### src/verilog/sbit_pkg.sv
// Constants, register map and field layout of the sixteen-bit interval timer.
// How it works
// - Modes: internal timer, synchronised external counter, free external counter.
// - Interrupt on period match or on gate falling edge in gated mode.
// - Run bit one starts counting, zero stops and holds the count.
// - Idle-halt bit 13 set stops counting in idle; clear keeps counting.
// - Timer may keep running in idle or sleep, as configured.
// - Gate bit 6 counts only while gate high; ignored with external clock.
// - Prescale bits 5-4 divide by 256, 64, 8 or 1.
// - Sync bit 2 set stops external counting in sleep; the pin is always synchronised; ignored with internal clock.
// - All control bits reset to zero: stopped, internal, 1:1, no gating.
package sbit_pkg;

	// ----------------------------------------------------------------
	// Register byte offsets on the APB bus.
	// ----------------------------------------------------------------
	localparam int unsigned ADDR_W = 12;
	localparam logic [11:0] OFF_CTRL = 12'h000;
	localparam logic [11:0] OFF_COUNT = 12'h004;
	localparam logic [11:0] OFF_PERIOD = 12'h008;
	localparam logic [11:0] OFF_STATUS = 12'h00c;
	localparam logic [11:0] OFF_MASK = 12'h010;

	// ----------------------------------------------------------------
	// Control register field positions.
	// ----------------------------------------------------------------
	localparam int unsigned CTRL_RUN = 15;
	localparam int unsigned CTRL_IDLE_HALT = 13;
	localparam int unsigned CTRL_GATE = 6;
	localparam int unsigned CTRL_PS_HI = 5;
	localparam int unsigned CTRL_PS_LO = 4;
	localparam int unsigned CTRL_SYNC = 2;
	localparam int unsigned CTRL_SRC = 1;

	// ----------------------------------------------------------------
	// Status and mask bit positions.
	// ----------------------------------------------------------------
	localparam int unsigned IRQ_MATCH = 0;
	localparam int unsigned IRQ_GATE = 1;
	localparam int unsigned IRQ_W = 2;

	// ----------------------------------------------------------------
	// Reset values.
	// ----------------------------------------------------------------
	localparam logic [15:0] CTRL_RST = 16'h0000;
	localparam logic [15:0] COUNT_RST = 16'h0000;
	localparam logic [15:0] PERIOD_RST = 16'hffff;
	localparam logic [1:0] MASK_RST = 2'h0;

	// ----------------------------------------------------------------
	// Prescale codes and the last prescaler count of each ratio.
	// ----------------------------------------------------------------
	localparam logic [1:0] PS_DIV1 = 2'h0;
	localparam logic [1:0] PS_DIV8 = 2'h1;
	localparam logic [1:0] PS_DIV64 = 2'h2;
	localparam logic [1:0] PS_DIV256 = 2'h3;
	localparam logic [7:0] PS_LAST1 = 8'h00;
	localparam logic [7:0] PS_LAST8 = 8'h07;
	localparam logic [7:0] PS_LAST64 = 8'h3f;
	localparam logic [7:0] PS_LAST256 = 8'hff;

endpackage

### src/verilog/sbit_timer.sv
// Sixteen-bit interval timer with prescaler, gate and APB registers.
`timescale 1ns/1ps

module sbit_timer (
	// Clock, reset and clock enable.
	input wire logic pclk,
	input wire logic presetn,
	input wire logic clk_en,
	// APB slave.
	input wire logic psel,
	input wire logic penable,
	input wire logic pwrite,
	input wire logic [11:0] paddr,
	input wire logic [31:0] pwdata,
	output logic [31:0] prdata,
	output logic pready,
	output logic pslverr,
	// External count and gate pin, asynchronous.
	input wire logic ext_count_pin,
	// Power-saving mode levels from the core clock domain.
	input wire logic idle_mode,
	input wire logic sleep_mode,
	// Level interrupt.
	output logic irq
);

	// ----------------------------------------------------------------
	// State of the whole block.
	// ----------------------------------------------------------------
	typedef struct packed {
		logic run_bit;
		logic idle_halt_bit;
		logic gated_accumulate_bit;
		logic [1:0] prescale_select;
		logic ext_clock_sync_bit;
		logic clock_source_bit;
		logic [15:0] count_register;
		logic [15:0] period_register;
		logic [7:0] presc;
		logic [1:0] status;
		logic [1:0] mask;
		logic pin_meta;
		logic pin_sync;
		logic pin_prev;
		logic ready;
		logic [31:0] rdata;
		logic slverr;
		logic irq;
	} sbit_state_t;

	sbit_state_t st_q;
	sbit_state_t st_d;

	// ----------------------------------------------------------------
	// Decoding helpers.
	// ----------------------------------------------------------------

	// Returns one when the address names a register of the block.
	function automatic logic sbit_addr_hit(input logic [11:0] a);
		sbit_addr_hit = (a == sbit_pkg::OFF_CTRL) ||
			(a == sbit_pkg::OFF_COUNT) ||
			(a == sbit_pkg::OFF_PERIOD) ||
			(a == sbit_pkg::OFF_STATUS) ||
			(a == sbit_pkg::OFF_MASK);
	endfunction

	// Last prescaler count for a prescale code.
	function automatic logic [7:0] sbit_ps_last(input logic [1:0] ps);
		case (ps)
			sbit_pkg::PS_DIV8: sbit_ps_last = sbit_pkg::PS_LAST8;
			sbit_pkg::PS_DIV64: sbit_ps_last = sbit_pkg::PS_LAST64;
			sbit_pkg::PS_DIV256: sbit_ps_last = sbit_pkg::PS_LAST256;
			default: sbit_ps_last = sbit_pkg::PS_LAST1;
		endcase
	endfunction

	// Gathers the control fields into their register layout.
	function automatic logic [15:0] sbit_ctrl_word(input sbit_state_t s);
		logic [15:0] w;
		w = 16'h0000;
		w[sbit_pkg::CTRL_RUN] = s.run_bit;
		w[sbit_pkg::CTRL_IDLE_HALT] = s.idle_halt_bit;
		w[sbit_pkg::CTRL_GATE] = s.gated_accumulate_bit;
		w[sbit_pkg::CTRL_PS_HI:sbit_pkg::CTRL_PS_LO] = s.prescale_select;
		w[sbit_pkg::CTRL_SYNC] = s.ext_clock_sync_bit;
		w[sbit_pkg::CTRL_SRC] = s.clock_source_bit;
		sbit_ctrl_word = w;
	endfunction

	// ----------------------------------------------------------------
	// Bus phase decode.
	// ----------------------------------------------------------------
	logic acc_first;
	logic acc_done;
	logic wr_done;
	logic wr_hit;
	logic [31:0] rd_word;

	// First access cycle latches read data; the next one completes.
	assign acc_first = psel & penable & ~st_q.ready;
	assign acc_done = psel & penable & st_q.ready;
	assign wr_done = acc_done & pwrite;
	assign wr_hit = wr_done & sbit_addr_hit(paddr);

	// Read multiplexer; unmapped addresses read as zero.
	always_comb begin
		rd_word = 32'h0000_0000;
		case (paddr)
			sbit_pkg::OFF_CTRL: rd_word[15:0] = sbit_ctrl_word(st_q);
			sbit_pkg::OFF_COUNT: rd_word[15:0] = st_q.count_register;
			sbit_pkg::OFF_PERIOD: rd_word[15:0] = st_q.period_register;
			sbit_pkg::OFF_STATUS: rd_word[1:0] = st_q.status;
			sbit_pkg::OFF_MASK: rd_word[1:0] = st_q.mask;
			default: rd_word = 32'h0000_0000;
		endcase
	end

	// ----------------------------------------------------------------
	// Count source selection and enables.
	// ----------------------------------------------------------------
	logic gate_mode;
	logic free_mode;
	logic run_ok;
	logic ext_rise;
	logic gate_fall;
	logic src_tick;
	logic pre_tick;
	logic match;

	// Gate only applies on the internal clock.
	assign gate_mode = st_q.gated_accumulate_bit & ~st_q.clock_source_bit;
	// Unsynchronised external counting is the mode that survives sleep.
	assign free_mode = st_q.clock_source_bit & ~st_q.ext_clock_sync_bit;

	// Run bit, idle halt and sleep together decide whether to count.
	// Sleep stops every mode but the unsynchronised pin counter, which
	// stands for the one mode that needs no core clock.
	assign run_ok = st_q.run_bit &
		~(idle_mode & st_q.idle_halt_bit) &
		~(sleep_mode & ~free_mode);

	// Edges of the synchronised pin; only the second stage is looked at.
	// The history stage rests low after reset like the idle pin, so no
	// false edge follows reset.
	assign ext_rise = st_q.pin_sync & ~st_q.pin_prev;
	assign gate_fall = gate_mode & st_q.run_bit &
		st_q.pin_prev & ~st_q.pin_sync;

	// Source tick: pin rising edge, gated clock, or every clock.
	// With the gate, the pin level and not its edge enables each clock.
	always_comb begin
		if (st_q.clock_source_bit) begin
			src_tick = ext_rise;
		end else if (gate_mode) begin
			src_tick = st_q.pin_sync;
		end else begin
			src_tick = 1'b1;
		end
	end

	// Prescaler terminal count gives the counter tick.
	assign pre_tick = run_ok & src_tick &
		(st_q.presc == sbit_ps_last(st_q.prescale_select));
	// Match compares the held count, so a new period acts at once.
	assign match = st_q.count_register == st_q.period_register;

	// ----------------------------------------------------------------
	// Next-state logic.
	// ----------------------------------------------------------------
	logic [1:0] events;
	logic [1:0] w1c;

	// Hardware events and software clears of the status flags.
	always_comb begin
		events = 2'h0;
		events[sbit_pkg::IRQ_MATCH] = pre_tick & match;
		events[sbit_pkg::IRQ_GATE] = gate_fall;
		w1c = 2'h0;
		if (wr_done && paddr == sbit_pkg::OFF_STATUS) begin
			w1c = pwdata[1:0];
		end
	end

	// Fills the next copy of the state.
	always_comb begin
		st_d = st_q;

		// Two-stage pin synchroniser and edge history.
		st_d.pin_meta = ext_count_pin;
		st_d.pin_sync = st_q.pin_meta;
		st_d.pin_prev = st_q.pin_sync;

		// Prescaler counts source ticks while running.
		// It holds its value while halted by idle or sleep.
		if (run_ok && src_tick) begin
			if (pre_tick) begin
				st_d.presc = 8'h00;
			end else begin
				st_d.presc = st_q.presc + 8'h01;
			end
		end

		// Counter wraps to zero on the tick after a match.
		if (pre_tick) begin
			if (match) begin
				st_d.count_register = 16'h0000;
			end else begin
				st_d.count_register = st_q.count_register + 16'h0001;
			end
		end

		// Register writes take effect at the completing edge. An unmapped
		// address changes nothing, so the decode is done once up front.
		if (wr_hit) begin
			case (paddr)
				sbit_pkg::OFF_CTRL: begin
					st_d.run_bit = pwdata[sbit_pkg::CTRL_RUN];
					st_d.idle_halt_bit =
						pwdata[sbit_pkg::CTRL_IDLE_HALT];
					st_d.gated_accumulate_bit =
						pwdata[sbit_pkg::CTRL_GATE];
					st_d.prescale_select =
						pwdata[sbit_pkg::CTRL_PS_HI:sbit_pkg::CTRL_PS_LO];
					st_d.ext_clock_sync_bit =
						pwdata[sbit_pkg::CTRL_SYNC];
					st_d.clock_source_bit =
						pwdata[sbit_pkg::CTRL_SRC];
					// A control write restarts the prescaler.
					st_d.presc = 8'h00;
				end
				sbit_pkg::OFF_COUNT: begin
					// Software load wins over a tick in the same cycle.
					st_d.count_register = pwdata[15:0];
					st_d.presc = 8'h00;
				end
				sbit_pkg::OFF_PERIOD: begin
					st_d.period_register = pwdata[15:0];
				end
				sbit_pkg::OFF_MASK: begin
					st_d.mask = pwdata[1:0];
				end
				default: begin
					st_d.mask = st_q.mask;
				end
			endcase
		end

		// Sticky flags: a new event wins over a clear in the same cycle.
		// A flag raised in the clearing cycle is therefore never lost.
		st_d.status = (st_q.status & ~w1c) | events;

		// Interrupt output follows the unmasked flags.
		st_d.irq = |(st_d.status & st_d.mask);

		// Bus answer: data and error latched, ready raised one cycle on.
		// Holding the answer in flip-flops costs one wait state but keeps
		// the read path away from the output pins.
		if (acc_first) begin
			st_d.ready = 1'b1;
			st_d.rdata = pwrite ? 32'h0000_0000 : rd_word;
			st_d.slverr = ~sbit_addr_hit(paddr);
		end else if (acc_done) begin
			st_d.ready = 1'b0;
			st_d.rdata = 32'h0000_0000;
			st_d.slverr = 1'b0;
		end
	end

	// ----------------------------------------------------------------
	// State register; clock enable low freezes everything.
	// ----------------------------------------------------------------
	always_ff @(posedge pclk or negedge presetn) begin
		if (!presetn) begin
			// Bus answer, synchroniser and flags all start cleared.
			st_q <= '0;
			// Control fields come from the control reset word.
			st_q.run_bit <= sbit_pkg::CTRL_RST[sbit_pkg::CTRL_RUN];
			st_q.idle_halt_bit <=
				sbit_pkg::CTRL_RST[sbit_pkg::CTRL_IDLE_HALT];
			st_q.gated_accumulate_bit <=
				sbit_pkg::CTRL_RST[sbit_pkg::CTRL_GATE];
			st_q.prescale_select <=
				sbit_pkg::CTRL_RST[sbit_pkg::CTRL_PS_HI:sbit_pkg::CTRL_PS_LO];
			st_q.ext_clock_sync_bit <=
				sbit_pkg::CTRL_RST[sbit_pkg::CTRL_SYNC];
			st_q.clock_source_bit <=
				sbit_pkg::CTRL_RST[sbit_pkg::CTRL_SRC];
			st_q.count_register <= sbit_pkg::COUNT_RST;
			st_q.period_register <= sbit_pkg::PERIOD_RST;
			st_q.mask <= sbit_pkg::MASK_RST;
		end else if (clk_en) begin
			st_q <= st_d;
		end
	end

	// ----------------------------------------------------------------
	// Outputs, each straight from the state register.
	// ----------------------------------------------------------------
	assign prdata = st_q.rdata;
	assign pready = st_q.ready;
	assign pslverr = st_q.slverr;
	assign irq = st_q.irq;

endmodule

### config.mk
export PLATFORM = sky130hd
export DESIGN_NAME = sbit_timer
export DESIGN_NICKNAME = d
export VERILOG_FILES = /design/src/verilog/sbit_pkg.sv /design/src/verilog/sbit_timer.sv
export SDC_FILE = /design/constraint.sdc
export NUM_CORES = 1
export LEC_CHECK = 0
export BUFFER_PORTS_ARGS = -buffer_cell sky130_fd_sc_hd__buf_2
export CAP_MARGIN = 30
export CORE_AREA = 2 2 102 104
export CTS_BUF_LIST = sky130_fd_sc_hd__clkbuf_4
export CTS_CLUSTER_SIZE = 14
export DETAILED_ROUTE_END_ITERATION = 10
export DIE_AREA = 0 0 104 106
export PLACE_DENSITY = 0.65
export SYNTH_ARGS = -nofsm -noshare
export SYNTH_HDL_FRONTEND = slang
export SYNTH_SLANG_ARGS = --single-unit
### constraint.sdc
create_clock -name pclk -period 2.85 [get_ports pclk]
set_clock_uncertainty 0.15 [all_clocks]
set_input_delay 0.57 -clock pclk [delete_from_list [all_inputs] [get_ports pclk]]
set_output_delay 0.57 -clock pclk [all_outputs]
set_load 0.005 [all_outputs]
Yosys cells after proc, flatten, opt, wreduce, memory -nomap -nowiden
Cells that the tools add are included. Widths: inputs -> output; s select.

Bits in registers: 89. Input port bits: 53. Output and inout bits: 35. Logic and storage cells: 92.

Add/sub/neg operators: 2. Equal/unequal tests: 9. Mux-type cells: 19. Bitwise operators: 31. Reductions and logical operators: 13.

Operator list (count): $mux 16 (5); $mux 34 (2); $pmux 14 s3 (1); $mux 40 (1); $eq 12x4->1 const B (2); $mux 8 (3); $pmux 8 s3 (1); $and 1x1->1 (18); $add 16x1->16 const B (1); $eq 16x16->1 (1); $eq 12x3->1 const B (1); $eq 12x5->1 const B (1); $logic_not 12->1 (1); $pmux 2 s5 (1); $not 1->1 (9); $add 8x1->8 const B (1); $eq 8x8->1 (1); $mux 2 (3); $reduce_and 3->1 (2); $and 2x2->2 (2); $eq 2x2->1 const B (2); $logic_or 1x1->1 (4); $reduce_or 2->1 (2); $eq 2x1->1 const B (1); 6 further kinds (8).

Logic depth before layout (Yosys ltp)
Depth after elaboration: 12. Gate-level depth with buffers: 9. Mapped depth without buffers: 7.

Least setup slack after synthesis
OpenSTA, ideal clock, no wires.

Kind: input to register. From: input port paddr[5]. To: register st_q[50] (netlist bit). Arrival: 2349 ps. Path slack: 269 ps. Stages on the path: 6. Path buffers: 1. Path through: nor4_1 > nand3_1 > nor3b_2 > nand2_2 > buf_2 > mux2_2.

Cells in the longest elaborated chain, start to end: 7. Elaborated cells on any way between the ends: 11.

RTL lines: start, declared (line sbit_timer.sv:13) `input wire logic [11:0] paddr,`; $eq 12x3->1 or $logic_not 12->1 (tied branches) (line sbit_timer.sv:61, sbit_timer.sv:60); $logic_or 1x1->1 (line sbit_timer.sv:60) `sbit_addr_hit = (a == sbit_pkg::OFF_CTRL) ||`; $logic_or 1x1->1 (line sbit_timer.sv:61) `(a == sbit_pkg::OFF_COUNT) ||`; $logic_or 1x1->1 (line sbit_timer.sv:62) `(a == sbit_pkg::OFF_PERIOD) ||`; $logic_or 1x1->1 (line sbit_timer.sv:63) `(a == sbit_pkg::OFF_STATUS) ||`; $and 1x1->1 (line sbit_timer.sv:103) `assign wr_hit = wr_done & sbit_addr_hit(paddr);`; $reduce_and 3->1 (no source line) (*); end signal, assigned (line sbit_timer.sv:292) `st_q <= st_d;`; end, declared (line sbit_timer.sv:51) `sbit_state_t st_q;`.

Every way passes the cells marked *; elsewhere a longest branch is shown, timed or not. A chain may end at the register's enable or synchronous reset.

Worst setup path in the final report
From: register st_q[84] (netlist bit). To: register st_q[71] (netlist bit).

Cells in the longest elaborated chain, start to end: 7. Elaborated cells on any way between the ends: 9.

RTL lines: $eq 2x2->1 or $eq 2x1->1 (tied branches) (line sbit_timer.sv:69) `case (ps)`; $pmux 8 s3 (*) (line sbit_timer.sv:69); $eq 8x8->1 (*) (line sbit_timer.sv:163) `(st_q.presc == sbit_ps_last(st_q.prescale_select));`; $and 1x1->1 (*) (line sbit_timer.sv:162) `assign pre_tick = run_ok & src_tick &`; $mux 16 (*) (line sbit_timer.sv:204) `if (pre_tick) begin`; $mux 16 (line sbit_timer.sv:215) `case (paddr)`; $mux 40 (*) (line sbit_timer.sv:214) `if (wr_hit) begin`.

Marks and branches as above.

==> run metrics <==
drt wl/cell 16.7 µm; Yosys cell types 55; share of layout cells above drive strength 1 28.7%; CTS tree built; slowest CP cell or4_4; Slew Viols, Final 0; PortBufs 55; insertion delay to the later sink of the worst-skew pair around 0.46 ns; nets ~580; CTS root buf clkbuf_4; global-route wire length before repair roughly 18000 µm; core area 0.0100 mm²; YS warnings 0; Syn Area/Cell 9.31 µm²; Hold WC Path Type primary input to flop; Worst setup EP type flop; Overflow after GRT 0; Detail Route Antenna Nets 0; drt total wl 11100 µm; reg2reg path depth 6; H-tree depth 3; Post-synth EDFFs 0; Final period util 93.6%; RR Startpoint st_q[84]; hold_ws 0.201 ns; Power Density 422 mW/mm²; clk buf depth 2; CP peak stage delay ~0.65 ns; CTS sink count 73; commonest non-fill, non-tap cell in the layout dfrtp_1; max capacitance violation total 0; gpl congestion 0.878; Seq/Total Area, Yosys approximately two fifths; drt pass-1 iters 5; vias per cell 5.60; Hold Startpoint ext_count_pin; Cell Rows 37; Worst setup SP type flop; Setup TNS Final 0 ns; fraction of registers with async set/reset 100%; Synth Register Bits 73; Worst-path clk slew between 0.1 and 0.15 ns; launch point of the worst path st_q[84]; Synth Cell Area 0.00440 mm²; status completed; Final Hold Viols 0; DR vias 3705; fmax 0.375 GHz; Syn Inst Count 473; detailed placer's ending HPWL 7900 µm; Ports 88; initial antenna violation count 0; pin count of the biggest net entering global routing between 70 and 80; CTS Buf Count 9; Initial Utilization between 40% and 50%; most frequent cells in the layout dfrtp_1, buf_2, nand2_1; maximum fanout along the worst path 10; total leakage power 2.13 nW; RSZ-0062 raised after global routing no; die height 106 µm; critical path class flop to flop; Die ar. between 0.01 and 0.015 mm²; WP data arrival 2.90 ns; ant diodes 0; Peak VDD IR 0.000158 V; count of final setup violators 0; area growth from synthesis to layout 11.2%; most frequent CP cell a21oi_1; Tmin final 2.67 ns; post_cts resized 0; DRC violation count after routing 0; DRT iter0 DRCs 318; die width between 100 and 150 µm; GRT Total Usage 21.1%; Worst EP required 3.08 ns; CP Cell Sequence or3_1 > a21oi_1 > a21oi_1 > or4_4 > or4_1 > a31oi_1; most used flip-flop cell after synthesis dfrtp_1; vias in the first global route 3641; worst hold stages 2
## synth_stat cells, types with 2 or more instances
master,number,area share (%)
a21oi_1,28,3.2
a221o_1,2,0.45
a22o_1,3,0.60
a22oi_1,12,2.0
a31oi_1,12,1.7
and2_1,5,0.71
and3_1,7,0.99
and4_1,4,0.80
buf_1,3,0.26
buf_2,5,0.57
buf_4,32,5.5
clkbuf_1,15,1.3
dfrtp_1,57,32
dfstp_2,16,9.5
ha_1,2,0.57
inv_1,10,0.85
mux2_2,29,7.4
mux2i_1,10,2.3
nand2_1,37,3.2
nand2b_1,5,0.71
nand3_1,18,2.0
nand4_1,5,0.71
nor2_1,25,2.1
nor2b_1,9,1.3
nor3_1,12,1.4
nor4_1,8,1.1
o21ai_0,36,4.1
o22ai_1,10,1.4
o31a_2,5,1.1
o31ai_1,4,0.68
or3_1,3,0.43
or3_2,3,0.51
xnor2_1,4,0.80
xor2_1,16,3.2
## final timing paths
check                      slack [ns]         end
max                              0.18    st_q[71]
max reg2reg                      0.18    st_q[71]
max in group asynchronous        1.67    st_q[51]
min reg2reg                      0.34    st_d[35]
min in group asynchronous        0.50  prdata[14]
min                              0.20    st_d[36]
## per-layer routing
metal | GRT usage, % | share of wire [%]
met4 | 8.20 | 1.8
met2 | 35.5 | 49
met5 | 0 | 0
met1 | 26.9 | 44
met3 | 4.17 | 5.3
## flip-flops by register name, summed over array words and instances, names as in the netlist
name,count
st_q,52
prdata,16
st_d,2
pready,1
pslverr,1
irq,1
## power by group
group          total [W]  leakage (nW)  switching, W  internal [W]
clock network   0.000656        0.0799      0.000383      0.000273
registers        0.00114         0.910     0.0000566       0.00108
logic           0.000272          1.14      0.000155      0.000117
total            0.00207          2.13      0.000595       0.00147
## cell type report
type	count	area [µm²]
well taps	136	170
flip-flops and latches	73	1850
repair buffers	79	483
clock buffers	10	75.1
inverters	10	37.5
multi-input cells	348	2230
fillers	983	5100
clock inverters	6	58.8
## kinds of logic after synthesis
family	after synthesis	synth area share, %
AOI/OAI and AO/OA	123	17.5
xor gates and xnor gates	20	3.98
adders and majority gates	2	0.568
buffers and inverters	67	8.78
DFF	73	41.9
muxes	39	9.69
other	1	0.0852
and+or+nand+nor	148	17.4
## worst max-delay path, delay by kind of cell, from the launching register on
kind               cells  cell delay, ns
DFF                    1            0.45
AOI/OAI and AO/OA      3            0.42
and+or+nand+nor        3            1.57
## stage by stage
stage                     util [%]  worst slack [ns]  instances  area, µm²  power (W)
after floorplan                  -             0.269        488       4460    0.00132
after global placement        47.5             0.194        645       4750    0.00142
after detailed placement      47.5             0.198        645       4750    0.00143
after CTS                     49.0             0.179        662       4900    0.00208
after global routing          49.0            0.0851        662       4900    0.00216
final                         49.0             0.181        662       4900    0.00207
## timing repair
item | CTS | global route
hold endpoints to repair | 9 | 0
setup buffers | 0 | 0
hold buffers | 1 | 0
endpoints found under the setup margin | 0 | 0
Power figures use the tool's default switching activity.
